[src/design/timer_core_defs.vh]
`ifndef TIMER_CORE_DEFS_VH
`define TIMER_CORE_DEFS_VH
// Word-index layout: bits [5:3] pick the channel, bits [2:0] the register
`define REG_CHANNEL_CONTROL   3'h0
`define REG_PIN_FUNCTION      3'h1
`define REG_CHANNEL_STATUS    3'h2
`define REG_CHANNEL_COUNT     3'h3
`define REG_COMPARE_CAPTURE_A 3'h4
`define REG_COMPARE_CAPTURE_B 3'h5
`define REG_STAGING_A         3'h6
`define REG_STAGING_B         3'h7
`define REG_FUNCTION_CONTROL  6'h28
// Reset values
`define COUNT_RESET           16'h0000
`define GENERAL_RESET         16'hffff
`define STAGING_RESET         16'hffff
`define CONTROL_RESET         7'h00
`define PIN_FUNCTION_RESET    8'h00
`define FUNCTION_RESET        16'h0000
`define ALL_ONES              16'hffff
// Channel control fields
`define CTRL_PRESCALE_LO      0
`define CTRL_EDGE_LO          3
`define CTRL_CLEAR_LO         5
// Clear select codes
`define CLEAR_NONE            2'h0
`define CLEAR_ON_A            2'h1
`define CLEAR_ON_B            2'h2
`define CLEAR_SYNC            2'h3
// Pin function: A in [2:0], B in [6:4]; bit 2 of a field picks capture
`define PIN_A_LO              0
`define PIN_B_LO              4
`define PIN_CAPTURE_BIT       2
// Status bits
`define STAT_FLAG_A           0
`define STAT_FLAG_B           1
`define STAT_WRAP             2
// Function control bits
`define FN_BUF_A3             0
`define FN_BUF_B3             1
`define FN_BUF_A4             2
`define FN_BUF_B4             3
`define FN_PHASE_CH2          4
`define FN_COMP_PWM           5
`define FN_RESET_SYNC_PWM     6
`define FN_PWM                7
`define FN_SYNC_LO            8
`endif

[src/design/timer_counter_compare_capture_core.v]
// Notes on behaviour
// - Five channels, each with 16-bit counter.
// - Counter advances on prescaler-selected clock pulses.
// - Channels 0 and 1 count upward only.
// - Channel 2 up/down in phase mode only.
// - Channels 3, 4 up/down in complementary PWM.
// - Selected compare match or capture clears counter.
// - Wrap from all ones sets wrap flag.
// - Down-count wrap from zero sets wrap flag.
// - Counter readable, writable by word or byte.
// - Counter zero after reset and in standby.
// - Pin control picks compare or capture per register.
// - Compare equality sets flag, may drive output.
// - Capture edge latches counter, sets flag together.
// - Pin control ignored in PWM mode; for channels 3, 4 also in complementary and reset-synchronized PWM.
// - General registers reset to compare, all ones.
// - General registers readable, writable word or byte.
// - Staging registers only in channels 3 and 4.
// - Four separate buffer enable bits in function control.
// - Compare match copies staging into general register.
// - Capture moves old general value into staging.
// - Staging registers all ones on reset, standby.
// - Staging registers readable, writable word or byte.
// - Clear select: none, A, B, synchronous.
// - Prescaler: clock divided 1/2/4/8, or external edges.
`include "timer_core_defs.vh"
module timer_counter_compare_capture_core (
  input  wire        clock_i,
  input  wire        reset_n_i,
  input  wire        ce_i,
  input  wire        standby_i,
  input  wire [5:0]  bus_addr_i,
  input  wire [15:0] bus_wdata_i,
  input  wire [1:0]  bus_be_i,
  input  wire        bus_wr_i,
  input  wire        bus_rd_i,
  output reg  [15:0] bus_rdata_o,
  input  wire [3:0]  ext_clk_i,
  input  wire [4:0]  capture_a_i,
  input  wire [4:0]  capture_b_i,
  output reg  [4:0]  compare_out_a_o,
  output reg  [4:0]  compare_out_b_o
);

  // Pick rising, falling or both edges: 00 rising, 01 falling, 1x both
  function edge_pick;
    input [1:0] sel;
    input       rise;
    input       fall;
    begin
      if (sel[1]) begin
        edge_pick = rise | fall;
      end else if (sel[0]) begin
        edge_pick = fall;
      end else begin
        edge_pick = rise;
      end
    end
  endfunction

  // Byte-lane merge of a bus write into a 16-bit register
  function [15:0] merge;
    input [15:0] old;
    input [15:0] wd;
    input [1:0]  be;
    begin
      merge = {be[1] ? wd[15:8] : old[15:8], be[0] ? wd[7:0] : old[7:0]};
    end
  endfunction

  reg [15:0] channel_count_r   [0:4];
  reg [15:0] compare_capture_a_r [0:4];
  reg [15:0] compare_capture_b_r [0:4];
  reg [15:0] staging_a_r       [3:4];
  reg [15:0] staging_b_r       [3:4];
  reg [6:0]  channel_control_r [0:4];
  reg [7:0]  pin_function_r    [0:4];
  reg [2:0]  channel_status_r  [0:4];
  reg [15:0] function_control_r;
  reg [2:0]  div_r;
  reg [1:0]  down_r;
  reg [3:0]  ext_s1_r;
  reg [3:0]  ext_s2_r;
  reg [3:0]  ext_s3_r;
  reg [9:0]  cap_s1_r;
  reg [9:0]  cap_s2_r;
  reg [9:0]  cap_s3_r;

  reg [4:0]  tick;
  reg [4:0]  up;
  reg [4:0]  ignore_pin;
  reg [4:0]  cap_mode_a;
  reg [4:0]  cap_mode_b;
  reg [4:0]  match_a;
  reg [4:0]  match_b;
  reg [4:0]  cap_a;
  reg [4:0]  cap_b;
  reg [4:0]  clear;
  reg [4:0]  buf_a;
  reg [4:0]  buf_b;
  reg        sync_clear;
  reg [15:0] rdata_nxt;
  reg [1:0]  psel;
  integer    k;
  integer    n;

  wire [3:0] ext_rise = ext_s2_r & ~ext_s3_r;
  wire [3:0] ext_fall = ~ext_s2_r & ext_s3_r;
  wire [9:0] cap_rise = cap_s2_r & ~cap_s3_r;
  wire [9:0] cap_fall = ~cap_s2_r & cap_s3_r;
  wire       reg_wr   = bus_wr_i & ce_i;

  // Event decode for every channel; purely from flops on this clock
  always @* begin
    buf_a = {function_control_r[`FN_BUF_A4], function_control_r[`FN_BUF_A3], 3'b000};
    buf_b = {function_control_r[`FN_BUF_B4], function_control_r[`FN_BUF_B3], 3'b000};
    sync_clear = 1'b0;
    // Own loop index: sharing one with the clocked process gives it two drivers
    for (n = 0; n < 5; n = n + 1) begin
      psel = channel_control_r[n][1:0];
      // Internal source ticks when the low divider bits are all ones
      if (!channel_control_r[n][2]) begin
        case (psel)
          2'h0:    tick[n] = 1'b1;
          2'h1:    tick[n] = div_r[0];
          2'h2:    tick[n] = &div_r[1:0];
          default: tick[n] = &div_r;
        endcase
      end else begin
        tick[n] = edge_pick(channel_control_r[n][4:3], ext_rise[psel], ext_fall[psel]);
      end
      up[n] = 1'b1;
      ignore_pin[n] = function_control_r[`FN_PWM];
      if (n == 2 && function_control_r[`FN_PHASE_CH2]) begin
        // Simplified phase input: clock A edges, clock B level gives direction
        tick[n] = ext_rise[0] | ext_fall[0];
        up[n]   = ~ext_s2_r[1];
      end
      if (n >= 3) begin
        if (function_control_r[`FN_COMP_PWM]) begin
          up[n] = ~down_r[n - 3];
        end
        if (function_control_r[`FN_COMP_PWM] | function_control_r[`FN_RESET_SYNC_PWM]) begin
          ignore_pin[n] = 1'b1;
        end
      end
      cap_mode_a[n] = pin_function_r[n][`PIN_A_LO + `PIN_CAPTURE_BIT] & ~ignore_pin[n];
      cap_mode_b[n] = pin_function_r[n][`PIN_B_LO + `PIN_CAPTURE_BIT] & ~ignore_pin[n];
      // Compare only at a count instant, so a parked counter matches once
      match_a[n] = ~cap_mode_a[n] & tick[n] & (channel_count_r[n] == compare_capture_a_r[n]);
      match_b[n] = ~cap_mode_b[n] & tick[n] & (channel_count_r[n] == compare_capture_b_r[n]);
      cap_a[n] = cap_mode_a[n] & edge_pick(pin_function_r[n][1:0], cap_rise[n], cap_fall[n]);
      cap_b[n] = cap_mode_b[n] & edge_pick(pin_function_r[n][5:4], cap_rise[n + 5],
                                           cap_fall[n + 5]);
      if (function_control_r[`FN_SYNC_LO + n]) begin
        case (channel_control_r[n][6:5])
          `CLEAR_ON_A: sync_clear = sync_clear | match_a[n] | cap_a[n];
          `CLEAR_ON_B: sync_clear = sync_clear | match_b[n] | cap_b[n];
          default:     sync_clear = sync_clear;
        endcase
      end
    end
    for (n = 0; n < 5; n = n + 1) begin
      case (channel_control_r[n][6:5])
        `CLEAR_ON_A: clear[n] = match_a[n] | cap_a[n];
        `CLEAR_ON_B: clear[n] = match_b[n] | cap_b[n];
        `CLEAR_SYNC: clear[n] = sync_clear & function_control_r[`FN_SYNC_LO + n];
        default:     clear[n] = 1'b0;
      endcase
    end
  end

  // Read mux; unmapped addresses read zero
  always @* begin
    rdata_nxt = 16'h0000;
    if (bus_addr_i == `REG_FUNCTION_CONTROL) begin
      rdata_nxt = function_control_r;
    end else if (bus_addr_i[5:3] < 3'h5) begin
      case (bus_addr_i[2:0])
        `REG_CHANNEL_CONTROL:   rdata_nxt = {8'h00, 1'b1, channel_control_r[bus_addr_i[5:3]]};
        `REG_PIN_FUNCTION:      rdata_nxt = {8'h00, pin_function_r[bus_addr_i[5:3]]};
        `REG_CHANNEL_STATUS:    rdata_nxt = {13'h0000, channel_status_r[bus_addr_i[5:3]]};
        `REG_CHANNEL_COUNT:     rdata_nxt = channel_count_r[bus_addr_i[5:3]];
        `REG_COMPARE_CAPTURE_A: rdata_nxt = compare_capture_a_r[bus_addr_i[5:3]];
        `REG_COMPARE_CAPTURE_B: rdata_nxt = compare_capture_b_r[bus_addr_i[5:3]];
        `REG_STAGING_A: begin
          if (bus_addr_i[5:3] == 3'h3) begin
            rdata_nxt = staging_a_r[3];
          end else if (bus_addr_i[5:3] == 3'h4) begin
            rdata_nxt = staging_a_r[4];
          end
        end
        default: begin
          if (bus_addr_i[5:3] == 3'h3) begin
            rdata_nxt = staging_b_r[3];
          end else if (bus_addr_i[5:3] == 3'h4) begin
            rdata_nxt = staging_b_r[4];
          end
        end
      endcase
    end
  end

  // Two-flop synchronisers plus one more stage for edge detection
  always @(posedge clock_i or negedge reset_n_i) begin
    if (!reset_n_i) begin
      ext_s1_r <= 4'h0;
      ext_s2_r <= 4'h0;
      ext_s3_r <= 4'h0;
      cap_s1_r <= 10'h000;
      cap_s2_r <= 10'h000;
      cap_s3_r <= 10'h000;
      bus_rdata_o <= 16'h0000;
      div_r <= 3'h0;
    end else if (ce_i) begin
      ext_s1_r <= ext_clk_i;
      ext_s2_r <= ext_s1_r;
      ext_s3_r <= ext_s2_r;
      cap_s1_r <= {capture_b_i, capture_a_i};
      cap_s2_r <= cap_s1_r;
      cap_s3_r <= cap_s2_r;
      div_r <= standby_i ? 3'h0 : div_r + 3'h1;
      if (bus_rd_i) begin
        bus_rdata_o <= rdata_nxt;
      end
    end
  end

  // Channel state; standby holds everything at reset values except the compare outputs, which keep their value
  always @(posedge clock_i or negedge reset_n_i) begin
    if (!reset_n_i) begin
      for (k = 0; k < 5; k = k + 1) begin
        channel_count_r[k] <= `COUNT_RESET;
        compare_capture_a_r[k] <= `GENERAL_RESET;
        compare_capture_b_r[k] <= `GENERAL_RESET;
        channel_control_r[k] <= `CONTROL_RESET;
        pin_function_r[k] <= `PIN_FUNCTION_RESET;
        channel_status_r[k] <= 3'h0;
      end
      for (k = 3; k < 5; k = k + 1) begin
        staging_a_r[k] <= `STAGING_RESET;
        staging_b_r[k] <= `STAGING_RESET;
      end
      function_control_r <= `FUNCTION_RESET;
      down_r <= 2'b00;
      compare_out_a_o <= 5'h00;
      compare_out_b_o <= 5'h00;
    end else if (ce_i) begin
      if (standby_i) begin
        for (k = 0; k < 5; k = k + 1) begin
          channel_count_r[k] <= `COUNT_RESET;
          compare_capture_a_r[k] <= `GENERAL_RESET;
          compare_capture_b_r[k] <= `GENERAL_RESET;
          channel_control_r[k] <= `CONTROL_RESET;
          pin_function_r[k] <= `PIN_FUNCTION_RESET;
          channel_status_r[k] <= 3'h0;
        end
        for (k = 3; k < 5; k = k + 1) begin
          staging_a_r[k] <= `STAGING_RESET;
          staging_b_r[k] <= `STAGING_RESET;
        end
        function_control_r <= `FUNCTION_RESET;
        down_r <= 2'b00;
      end else begin
        for (k = 0; k < 5; k = k + 1) begin
          // Counting; clear takes priority over the count step
          if (clear[k]) begin
            channel_count_r[k] <= `COUNT_RESET;
          end else if (tick[k]) begin
            channel_count_r[k] <= up[k] ? channel_count_r[k] + 16'h0001
                                        : channel_count_r[k] - 16'h0001;
          end
          // Status flags: hardware set beats a same-cycle software clear
          channel_status_r[k][`STAT_FLAG_A] <= (match_a[k] | cap_a[k]) |
            (channel_status_r[k][`STAT_FLAG_A] & ~(reg_wr & bus_be_i[0] &
             bus_addr_i == {k[2:0], `REG_CHANNEL_STATUS} & ~bus_wdata_i[`STAT_FLAG_A]));
          channel_status_r[k][`STAT_FLAG_B] <= (match_b[k] | cap_b[k]) |
            (channel_status_r[k][`STAT_FLAG_B] & ~(reg_wr & bus_be_i[0] &
             bus_addr_i == {k[2:0], `REG_CHANNEL_STATUS} & ~bus_wdata_i[`STAT_FLAG_B]));
          channel_status_r[k][`STAT_WRAP] <= (tick[k] & ~clear[k] &
            ((up[k] & channel_count_r[k] == `ALL_ONES) |
             (~up[k] & channel_count_r[k] == `COUNT_RESET))) |
            (channel_status_r[k][`STAT_WRAP] & ~(reg_wr & bus_be_i[0] &
             bus_addr_i == {k[2:0], `REG_CHANNEL_STATUS} & ~bus_wdata_i[`STAT_WRAP]));
          // Capture latches the count; compare match may reload from staging
          if (cap_a[k]) begin
            compare_capture_a_r[k] <= channel_count_r[k];
          end else if (k >= 3 && match_a[k] && buf_a[k]) begin
            compare_capture_a_r[k] <= staging_a_r[k];
          end
          if (cap_b[k]) begin
            compare_capture_b_r[k] <= channel_count_r[k];
          end else if (k >= 3 && match_b[k] && buf_b[k]) begin
            compare_capture_b_r[k] <= staging_b_r[k];
          end
          if (k >= 3) begin
            if (cap_a[k] & buf_a[k]) begin
              staging_a_r[k] <= compare_capture_a_r[k];
            end
            if (cap_b[k] & buf_b[k]) begin
              staging_b_r[k] <= compare_capture_b_r[k];
            end
          end
          // Output action on match: 01 low, 10 high, 11 toggle
          if (match_a[k] & ~ignore_pin[k]) begin
            case (pin_function_r[k][1:0])
              2'h1:    compare_out_a_o[k] <= 1'b0;
              2'h2:    compare_out_a_o[k] <= 1'b1;
              2'h3:    compare_out_a_o[k] <= ~compare_out_a_o[k];
              default: compare_out_a_o[k] <= compare_out_a_o[k];
            endcase
          end
          if (match_b[k] & ~ignore_pin[k]) begin
            case (pin_function_r[k][5:4])
              2'h1:    compare_out_b_o[k] <= 1'b0;
              2'h2:    compare_out_b_o[k] <= 1'b1;
              2'h3:    compare_out_b_o[k] <= ~compare_out_b_o[k];
              default: compare_out_b_o[k] <= compare_out_b_o[k];
            endcase
          end
          // Bus writes except status clears land last, so they win over same-cycle events
          if (reg_wr && bus_addr_i[5:3] == k[2:0]) begin
            case (bus_addr_i[2:0])
              `REG_CHANNEL_CONTROL: begin
                if (bus_be_i[0]) begin
                  channel_control_r[k] <= bus_wdata_i[6:0];
                end
              end
              `REG_PIN_FUNCTION: begin
                if (bus_be_i[0]) begin
                  pin_function_r[k] <= bus_wdata_i[7:0];
                end
              end
              `REG_CHANNEL_COUNT: channel_count_r[k] <= merge(channel_count_r[k],
                                    bus_wdata_i, bus_be_i);
              `REG_COMPARE_CAPTURE_A: compare_capture_a_r[k] <= merge(compare_capture_a_r[k],
                                        bus_wdata_i, bus_be_i);
              `REG_COMPARE_CAPTURE_B: compare_capture_b_r[k] <= merge(compare_capture_b_r[k],
                                        bus_wdata_i, bus_be_i);
              `REG_STAGING_A: begin
                if (k >= 3) begin
                  staging_a_r[k] <= merge(staging_a_r[k], bus_wdata_i, bus_be_i);
                end
              end
              `REG_STAGING_B: begin
                if (k >= 3) begin
                  staging_b_r[k] <= merge(staging_b_r[k], bus_wdata_i, bus_be_i);
                end
              end
              default: ;
            endcase
          end
        end
        // Triangle direction: turn down at match A, back up after underflow
        for (k = 3; k < 5; k = k + 1) begin
          if (!function_control_r[`FN_COMP_PWM]) begin
            down_r[k - 3] <= 1'b0;
          end else if (!down_r[k - 3] && match_a[k]) begin
            down_r[k - 3] <= 1'b1;
          end else if (down_r[k - 3] && tick[k] && channel_count_r[k] == `COUNT_RESET) begin
            down_r[k - 3] <= 1'b0;
          end
        end
        if (reg_wr && bus_addr_i == `REG_FUNCTION_CONTROL) begin
          function_control_r <= merge(function_control_r, bus_wdata_i, bus_be_i);
        end
      end
    end
  end

endmodule

[config.mk]
export PLATFORM = sky130hd
export DESIGN_NAME = timer_counter_compare_capture_core
export DESIGN_NICKNAME = d
export VERILOG_FILES = /design/src/design/timer_counter_compare_capture_core.v
export VERILOG_INCLUDE_DIRS = /design/src /design/src/design
export SDC_FILE = /design/constraint.sdc
export NUM_CORES = 2
export LEC_CHECK = 0
export ABC_AREA = 1
export BUFFER_PORTS_ARGS = -buffer_cell sky130_fd_sc_hd__buf_4
export CAP_MARGIN = 20
export CELL_PAD_IN_SITES_DETAIL_PLACEMENT = 0
export CELL_PAD_IN_SITES_GLOBAL_PLACEMENT = 1
export CORE_AREA = 2 2 300 302
export CTS_CLUSTER_SIZE = 24
export DETAILED_ROUTE_END_ITERATION = 10
export DIE_AREA = 0 0 302 304
export GPL_ROUTABILITY_DRIVEN = 0
export GPL_TIMING_DRIVEN = 0
export PLACE_DENSITY_LB_ADDON = 0.1
export REMOVE_ABC_BUFFERS = 1
export SLEW_MARGIN = 20
export SYNTH_ARGS = -nofsm -noshare
export SYNTH_HDL_FRONTEND = slang
export SYNTH_SLANG_ARGS = --single-unit
[constraint.sdc]
create_clock -name clock_i -period 5.5 [get_ports clock_i]
set_input_delay 0.55 -clock clock_i [delete_from_list [all_inputs] [get_ports clock_i]]
set_output_delay 0.55 -clock clock_i [all_outputs]
set_load 0.005 [all_outputs]
# After elaboration in Yosys (flattened, before gate mapping)
# Cells that the tools add are included.
[totals] regBits=483 input_bits=44 output_inout_bits=26
[op_classes] mux=217 n_lt_le_gt_ge=7 n_addsub=9 reduce_logical=113 n_eq_ne=127 bitwise_logic=234
[ops] operator="$mux W16" count=83
[ops] operator="$mux W80" count=3
[ops] operator="$eq A16 B16 Y1" count=10
[ops] operator="$ne A4 B4 Y1 const B" count=38
[ops] operator="$bmux W16 S3" count=3
[ops] operator="$and A1 B1 Y1" count=112
[ops] operator="$pmux W16 S7" count=1
[ops] operator="$reduce_and A2 Y1" count=42
[ops] operator="$add A16 B1 Y16 const B" count=5
[ops] operator="$eq A16 B16 Y1 const B" count=5
[ops] operator="$mux W8" count=10
[ops] operator="$reduce_and A4 Y1" count=20
[ops] operator="$eq A2 B2 Y1 const B" count=35
[ops] operator="$mux W32" count=2
[ops] operator="$mux W7" count=9
[ops] operator="$mux W1" count=61
[ops] operator="$or A1 B1 Y1" count=61
[ops] operator="$pmux W1 S3" count=20
[ops] operator="$not A1 Y1" count=52
[ops] operator="$logic_not A16 Y1" count=3
[ops] operator="$sub A16 B1 Y16 const B" count=3
[ops] operator="$eq A2 B1 Y1 const B" count=20
[ops] operator="$mux W40" count=1
[ops] operator="$mux W35" count=1
[ops] operator="other kinds (32)" count=107

# Logic depth before layout (Yosys ltp)
[logic_depth] depth_word=35 ltp_mapped=28 ltp_nobuf=26

# Worst setup path after synthesis
# Ideal clock, no wire load.
[synth_path] kind="reg2reg" startpoint="register function_control_r[5]" endpoint="register channel_count_r[13] in the netlist's numbering" synth_period_minus_slack_ps=2855 arrival_time_ps=2738 t_required_ps=5383 path_stages_with_launch=19 setup_slack_ps=2645 cell_sequence="dfrtp_1 > nand2_1 > inv_1 > ha_1 > inv_1 > nor3_1 > a21oi_1 > o21ai_0 > a31oi_1 > o21ai_0 > a21oi_1 > xor2_1 > nand2_1 > o21ai_0 > inv_1 > nand2_1 > nand2_1 > nand2_1 > nand2_1"
[synth_between] elab_chain_cells=21 word_cells_on_any_way=46
[synth_lines] element="from (decl)" line_no="timer_counter_compare_capture_core.v:79" text="reg [15:0] function_control_r;"
[synth_lines] element="from (signal assigned)" line_no="timer_counter_compare_capture_core.v:244" text="function_control_r <= `FUNCTION_RESET;"
[synth_lines] element="from (signal assigned)" line_no="timer_counter_compare_capture_core.v:262" text="function_control_r <= `FUNCTION_RESET;"
[synth_lines] element="from (signal assigned)" line_no="timer_counter_compare_capture_core.v:365" text="function_control_r <= merge(function_control_r, bus_wdata_i, bus_be_i);"
[synth_lines] element="$or A1 B1 Y1" line_no="timer_counter_compare_capture_core.v:143" text="if (function_control_r[`FN_COMP_PWM] | function_control_r[`FN_RESET_SYNC_PWM]) begin"
[synth_lines] element="$mux W1" line_no="timer_counter_compare_capture_core.v:143"
[synth_lines] element="$not A1 Y1" line_no="timer_counter_compare_capture_core.v:147, timer_counter_compare_capture_core.v:148"
[synth_lines] element="$and A1 B1 Y1, on equally long branches" line_no="timer_counter_compare_capture_core.v:148, timer_counter_compare_capture_core.v:147"
[synth_lines] element="$not A1 Y1, on equally long branches" line_no="timer_counter_compare_capture_core.v:151, timer_counter_compare_capture_core.v:150"
[synth_lines] element="$and A1 B1 Y1, on equally long branches (2 in series)" line_no="timer_counter_compare_capture_core.v:151, timer_counter_compare_capture_core.v:150"
[synth_lines] element="$or A1 B1 Y1, on equally long branches (2 in series)" line_no="timer_counter_compare_capture_core.v:158, timer_counter_compare_capture_core.v:157"
[synth_lines] element="$pmux W1 S2" line_no="timer_counter_compare_capture_core.v:156" text="case (channel_control_r[n][6:5])"
[synth_lines] element="[... 3 more ...]"
[synth_lines] element="$pmux W1 S2" line_no="timer_counter_compare_capture_core.v:156"
[synth_lines] element="$mux W1" line_no="timer_counter_compare_capture_core.v:155" text="if (function_control_r[`FN_SYNC_LO + n]) begin"
[synth_lines] element="$and A1 B1 Y1" line_no="timer_counter_compare_capture_core.v:167" text="`CLEAR_SYNC: clear[n] = sync_clear & function_control_r[`FN_SYNC_LO + n];"
[synth_lines] element="$pmux W1 S3" line_no="timer_counter_compare_capture_core.v:164" text="case (channel_control_r[n][6:5])"
[synth_lines] element="$mux W16 (*)" line_no="timer_counter_compare_capture_core.v:267" text="if (clear[k]) begin"
[synth_lines] element="$mux W16" line_no="timer_counter_compare_capture_core.v:323" text="case (bus_addr_i[2:0])"
[synth_lines] element="$mux W16 (*)" line_no="timer_counter_compare_capture_core.v:322" text="if (reg_wr && bus_addr_i[5:3] == k[2:0]) begin"
[synth_lines] element="$mux W80 (*)" line_no="timer_counter_compare_capture_core.v:249" text="if (standby_i) begin"
[synth_lines] element="to (signal, indexed assignment)" line_no="timer_counter_compare_capture_core.v:251" text="channel_count_r[k] <= `COUNT_RESET;"
[synth_lines] element="to (signal, indexed assignment)" line_no="timer_counter_compare_capture_core.v:268" text="channel_count_r[k] <= `COUNT_RESET;"
[synth_lines] element="to (signal, indexed assignment)" line_no="timer_counter_compare_capture_core.v:270" text="channel_count_r[k] <= up[k] ? channel_count_r[k] + 16'h0001"
[synth_lines] element="to (decl)" line_no="timer_counter_compare_capture_core.v:71" text="reg [15:0] channel_count_r [0:4];"
# Every way passes the cells marked *; elsewhere a longest branch is shown, timed or not.
# A chain may end at the register's enable or synchronous reset.

# Final worst setup path
[layout_path] startpoint="input port bus_addr_i[3]" endpoint="register channel_count_r[48] in the netlist's numbering"
[layout_between] elab_chain_cells=4 word_cells_on_any_way=6
[layout_lines] element="from (decl)" line_no="timer_counter_compare_capture_core.v:32" text="input wire [5:0] bus_addr_i,"
[layout_lines] element="$eq A3 B1 Y1 (*)" line_no="timer_counter_compare_capture_core.v:322"
[layout_lines] element="$logic_and A1 B1 Y1 (*)" line_no="timer_counter_compare_capture_core.v:322"
[layout_lines] element="$ne A4 B4 Y1 (no source line) or $mux W16 (tied branches)"
[layout_lines] element="$reduce_and A2 Y1 (no source line) or $mux W80 (tied branches)"
[layout_lines] element="to (signal, indexed assignment)" line_no="timer_counter_compare_capture_core.v:268"
[layout_lines] element="to (signal, indexed assignment)" line_no="timer_counter_compare_capture_core.v:270"
[layout_lines] element="to (signal, indexed assignment)" line_no="timer_counter_compare_capture_core.v:334" text="`REG_CHANNEL_COUNT: channel_count_r[k] <= merge(channel_count_r[k],"
# Marks and branches as above.

==> results.toml <==
[outcome]
status = "finished, final reports clean"

[critical_path]
endpoint_kind = "register"
rr_startpoint = "function_control_r[7]"
r2r_end = "staging_b_r[26]"
reg2reg_depth = 11
crit_type = "input port to register"
cp.required_ps = 6060
endpoint = "channel_count_r[48]"
crit_path_max_fanout = 110
crit_arrival_ps = 5720
rrSetupSlack_ps = 770
worstSetupStartpointType = "input port"
worstSetupStartpoint = "bus_addr_i[3]"

[power]
swShare = 0.395
combPwrFrac = 0.272
ir_drop_v = 0.000255
power.density_nw_per_um2 = 318
p_switching_mw = 4.85
finalPower_mw = 12.3
p_leak_nw = 18.4
p_seq_frac = 0.392
clkPwrFrac = 0.336
intPower_mw = 7.42

[synthesis]
synthMuxAreaShare = 0.000285
synthTopCellsByArea = "dfrtp_1, dfstp_2, nand2_1, o21ai_0, inv_1"
synth_top_family_by_area = "compound AO/OA/AOI/OAI gates"
yosysMostFrequentCell = "nand2_1"
synth_simple_gate_area_frac = 0.226
synth_compound_gate_area_share = 0.265
async_flop_share = 1.00
ys.flop_type = "dfrtp_1"
synth_xor_area_frac = 0.0267
synth.largest_area_cell = "dfrtp_1"
yosys_warnings = 0
ys_seq_area_frac = 0.352
synth_top_area_share = 0.184
synthDistinctLibCells = 55
synth_cells = 5105
synth_edf_count = 0
ys_seq_elements = 483
synth_fa_ha_area_frac = 0.0331
synthTopCellsByCount = "nand2_1, o21ai_0, inv_1"
syn_area_um2 = 35100
syn_avg_cell_area_um2 = 6.88

[clock_tree]
cts_root_buf = "clkbuf_16"
clkTransAtPathRegs_ps = 60
cts_max_path_buffers = 3
clock_latency_ps = 690
h-tree-depth = 2
cts_tree = "built"
cts_buffers = 61
cts_sinks = 483
post_cts_buffers = 0

[final_layout]
nets = 5119
drive_above_1_share = 0.106
final_cells = 6215
syn_to_final_growth_pct = 9.94
fill_cells = 9493
postLayoutCoreUtil = 0.434

[detailed_routing]
drc = 0
ant_nets = 0
drtIter0Drc = 4919
wl_mm = 174
viasPerCell = 6.08
wire_per_inst_um = 27.9
vias = 37800
first_pass_iters = 7

[die]
io-pin-count = 70
die_x_um = 302
rows = 110
floorplan.core_area_um2 = 89000
start_util = 0.394
dieArea_um2 = 91800
die_h_um = 304

[global_routing]
antenna_found_initial = 7
grt_pass1_vias = 34300
grt_usage = 0.370
grt_max_degree = 141
grt_pass1_wl_mm = 249
grt_overflow = 0

[hold_path]
hold_class = "input port to register"

[sta]
drv_slew = 0
min_period_ps = 5160
slew_headroom = 0.168
rsz0062_at_grt = "false"
whs_ps = 61.3
final.period_utilization = 0.939
worst_pin_slew_ps = 1240
timing.fmax_mhz = 194
final-setup-viol-count = 0
fin_skew_ps = 31.6
hold_viol = 0
setup_tns_ps = 0

[place]
place_inst = 6090
hpwl_mm = 125
portBuffers = 69

[run]
drv_cap = 0
==> sequential cells by signal, indices dropped and copies added (netlist names), 15 cells and up <==
name                 flops
staging_b_r             32
pin_function_r          38
compare_capture_b_r     80
compare_capture_a_r     80
function_control_r      16
staging_a_r             32
channel_status_r        15
bus_rdata_o             16
channel_count_r         80
channel_control_r       35
==> worst max-delay path, cell delays in order <==
cell	delay, ps
buf_6	310
buf_16	360
inv_6	170
buf_16	250
nor3_2	590
inv_1	270
nor2_1	880
clkinv_1	840
nand2_1	250
nand2_1	130
clkinv_1	220
nor2_1	80
inv_1	280
a21oi_1	100
nand2_1	100
nand2_1	50
==> layout make-up <==
class                           instances  area [µm²]  area share
Clock buffer                           89        1810      0.0470
Sequential cell                       483       12400       0.320
Multi-Input combinational cell       3744       19400       0.503
Clock inverter                         25         161     0.00418
Tap cell                             1176        1470      0.0381
Inverter                              598        2260      0.0585
Antenna cell                            4        10.0    0.000259
Timing Repair Buffer                   96        1100      0.0285
==> through the flow <==
| step | setup WS [ps] | instance area (µm²) |
|---|---|---|
| CTS | 318 | 38500 |
| global placement | -2920 | 36000 |
| global route | 191 | 38600 |
| floorplan | 1620 | 34000 |
| detailed placement | -404 | 36500 |
| finish | 336 | 38600 |
==> cell usage in the layout (no fill, tap or decap), types with 20 or more instances in the layout <==
cell type,count
clkbuf_16,63
nor2_2,22
o31ai_1,20
nand2_1,1356
a22oi_1,143
nor4_1,24
a21oi_2,22
nand3_1,116
nor2_1,295
dfrtp_1,259
clkinv_2,20
buf_4,70
inv_1,557
o21ai_0,613
a31oi_1,52
xor2_1,88
ha_1,88
nor3_1,52
o221ai_1,71
o22ai_1,161
o211ai_1,66
dfstp_2,224
nand4_1,58
a21oi_1,372
inv_2,31
==> power by group through the flow <==
| stage | Sequential [mW] | Combinational [mW] | Clock, mW |
|---|---|---|---|
| after global routing | 4.84 | 3.67 | 4.28 |
| after CTS | 4.78 | 3.24 | 4.14 |
| after floorplan | 4.48 | 2.05 | 0 |
| after detailed placement | 4.83 | 3.23 | 0 |
| final | 4.82 | 3.34 | 4.12 |
| after global placement | 4.83 | 3.15 | 0 |
==> worst min path at each step <==
stage | from | slack, ps | cells after the start | endpoint
floorplan | reset_n_i | 250 | 0 | bus_rdata_o[0]
global placement | cap_s1_r[0] | 450 | 2 | cap_s1_r[0]
detailed placement | reset_n_i | 400 | 1 | channel_count_r[26]
CTS | capture_b_i[1] | 40 | 3 | cap_s1_r[6]
global route | ext_clk_i[1] | 60 | 3 | ext_s1_r[1]
finish | capture_b_i[1] | 60 | 3 | cap_s1_r[6]
==> routing by layer <==
layer,GRT usage,share of wire,vias to the layer above
met3,0.0832,0.10,418
met2,0.542,0.42,2047
met1,0.507,0.41,18200
met4,0.196,0.063,2
met5,0,0.000075,-
li1,-,-,17100
==> logic make-up after synthesis <==
family / after synthesis
and+or+nand+nor: 1957
buffers and inverters: 878
muxes: 1
xor gates and xnor gates: 107
adders and majority gates: 91
AOI/OAI and AO/OA: 1588
DFF: 483
==> repair_timing <==
item / CTS / global route
endpoints found under the setup margin: 0 / 0
endpoints found under the hold margin: 16 / 0
hold buffers: 1 / 0
resized for setup: 0 / 0
(Power assumes the default switching activity.)
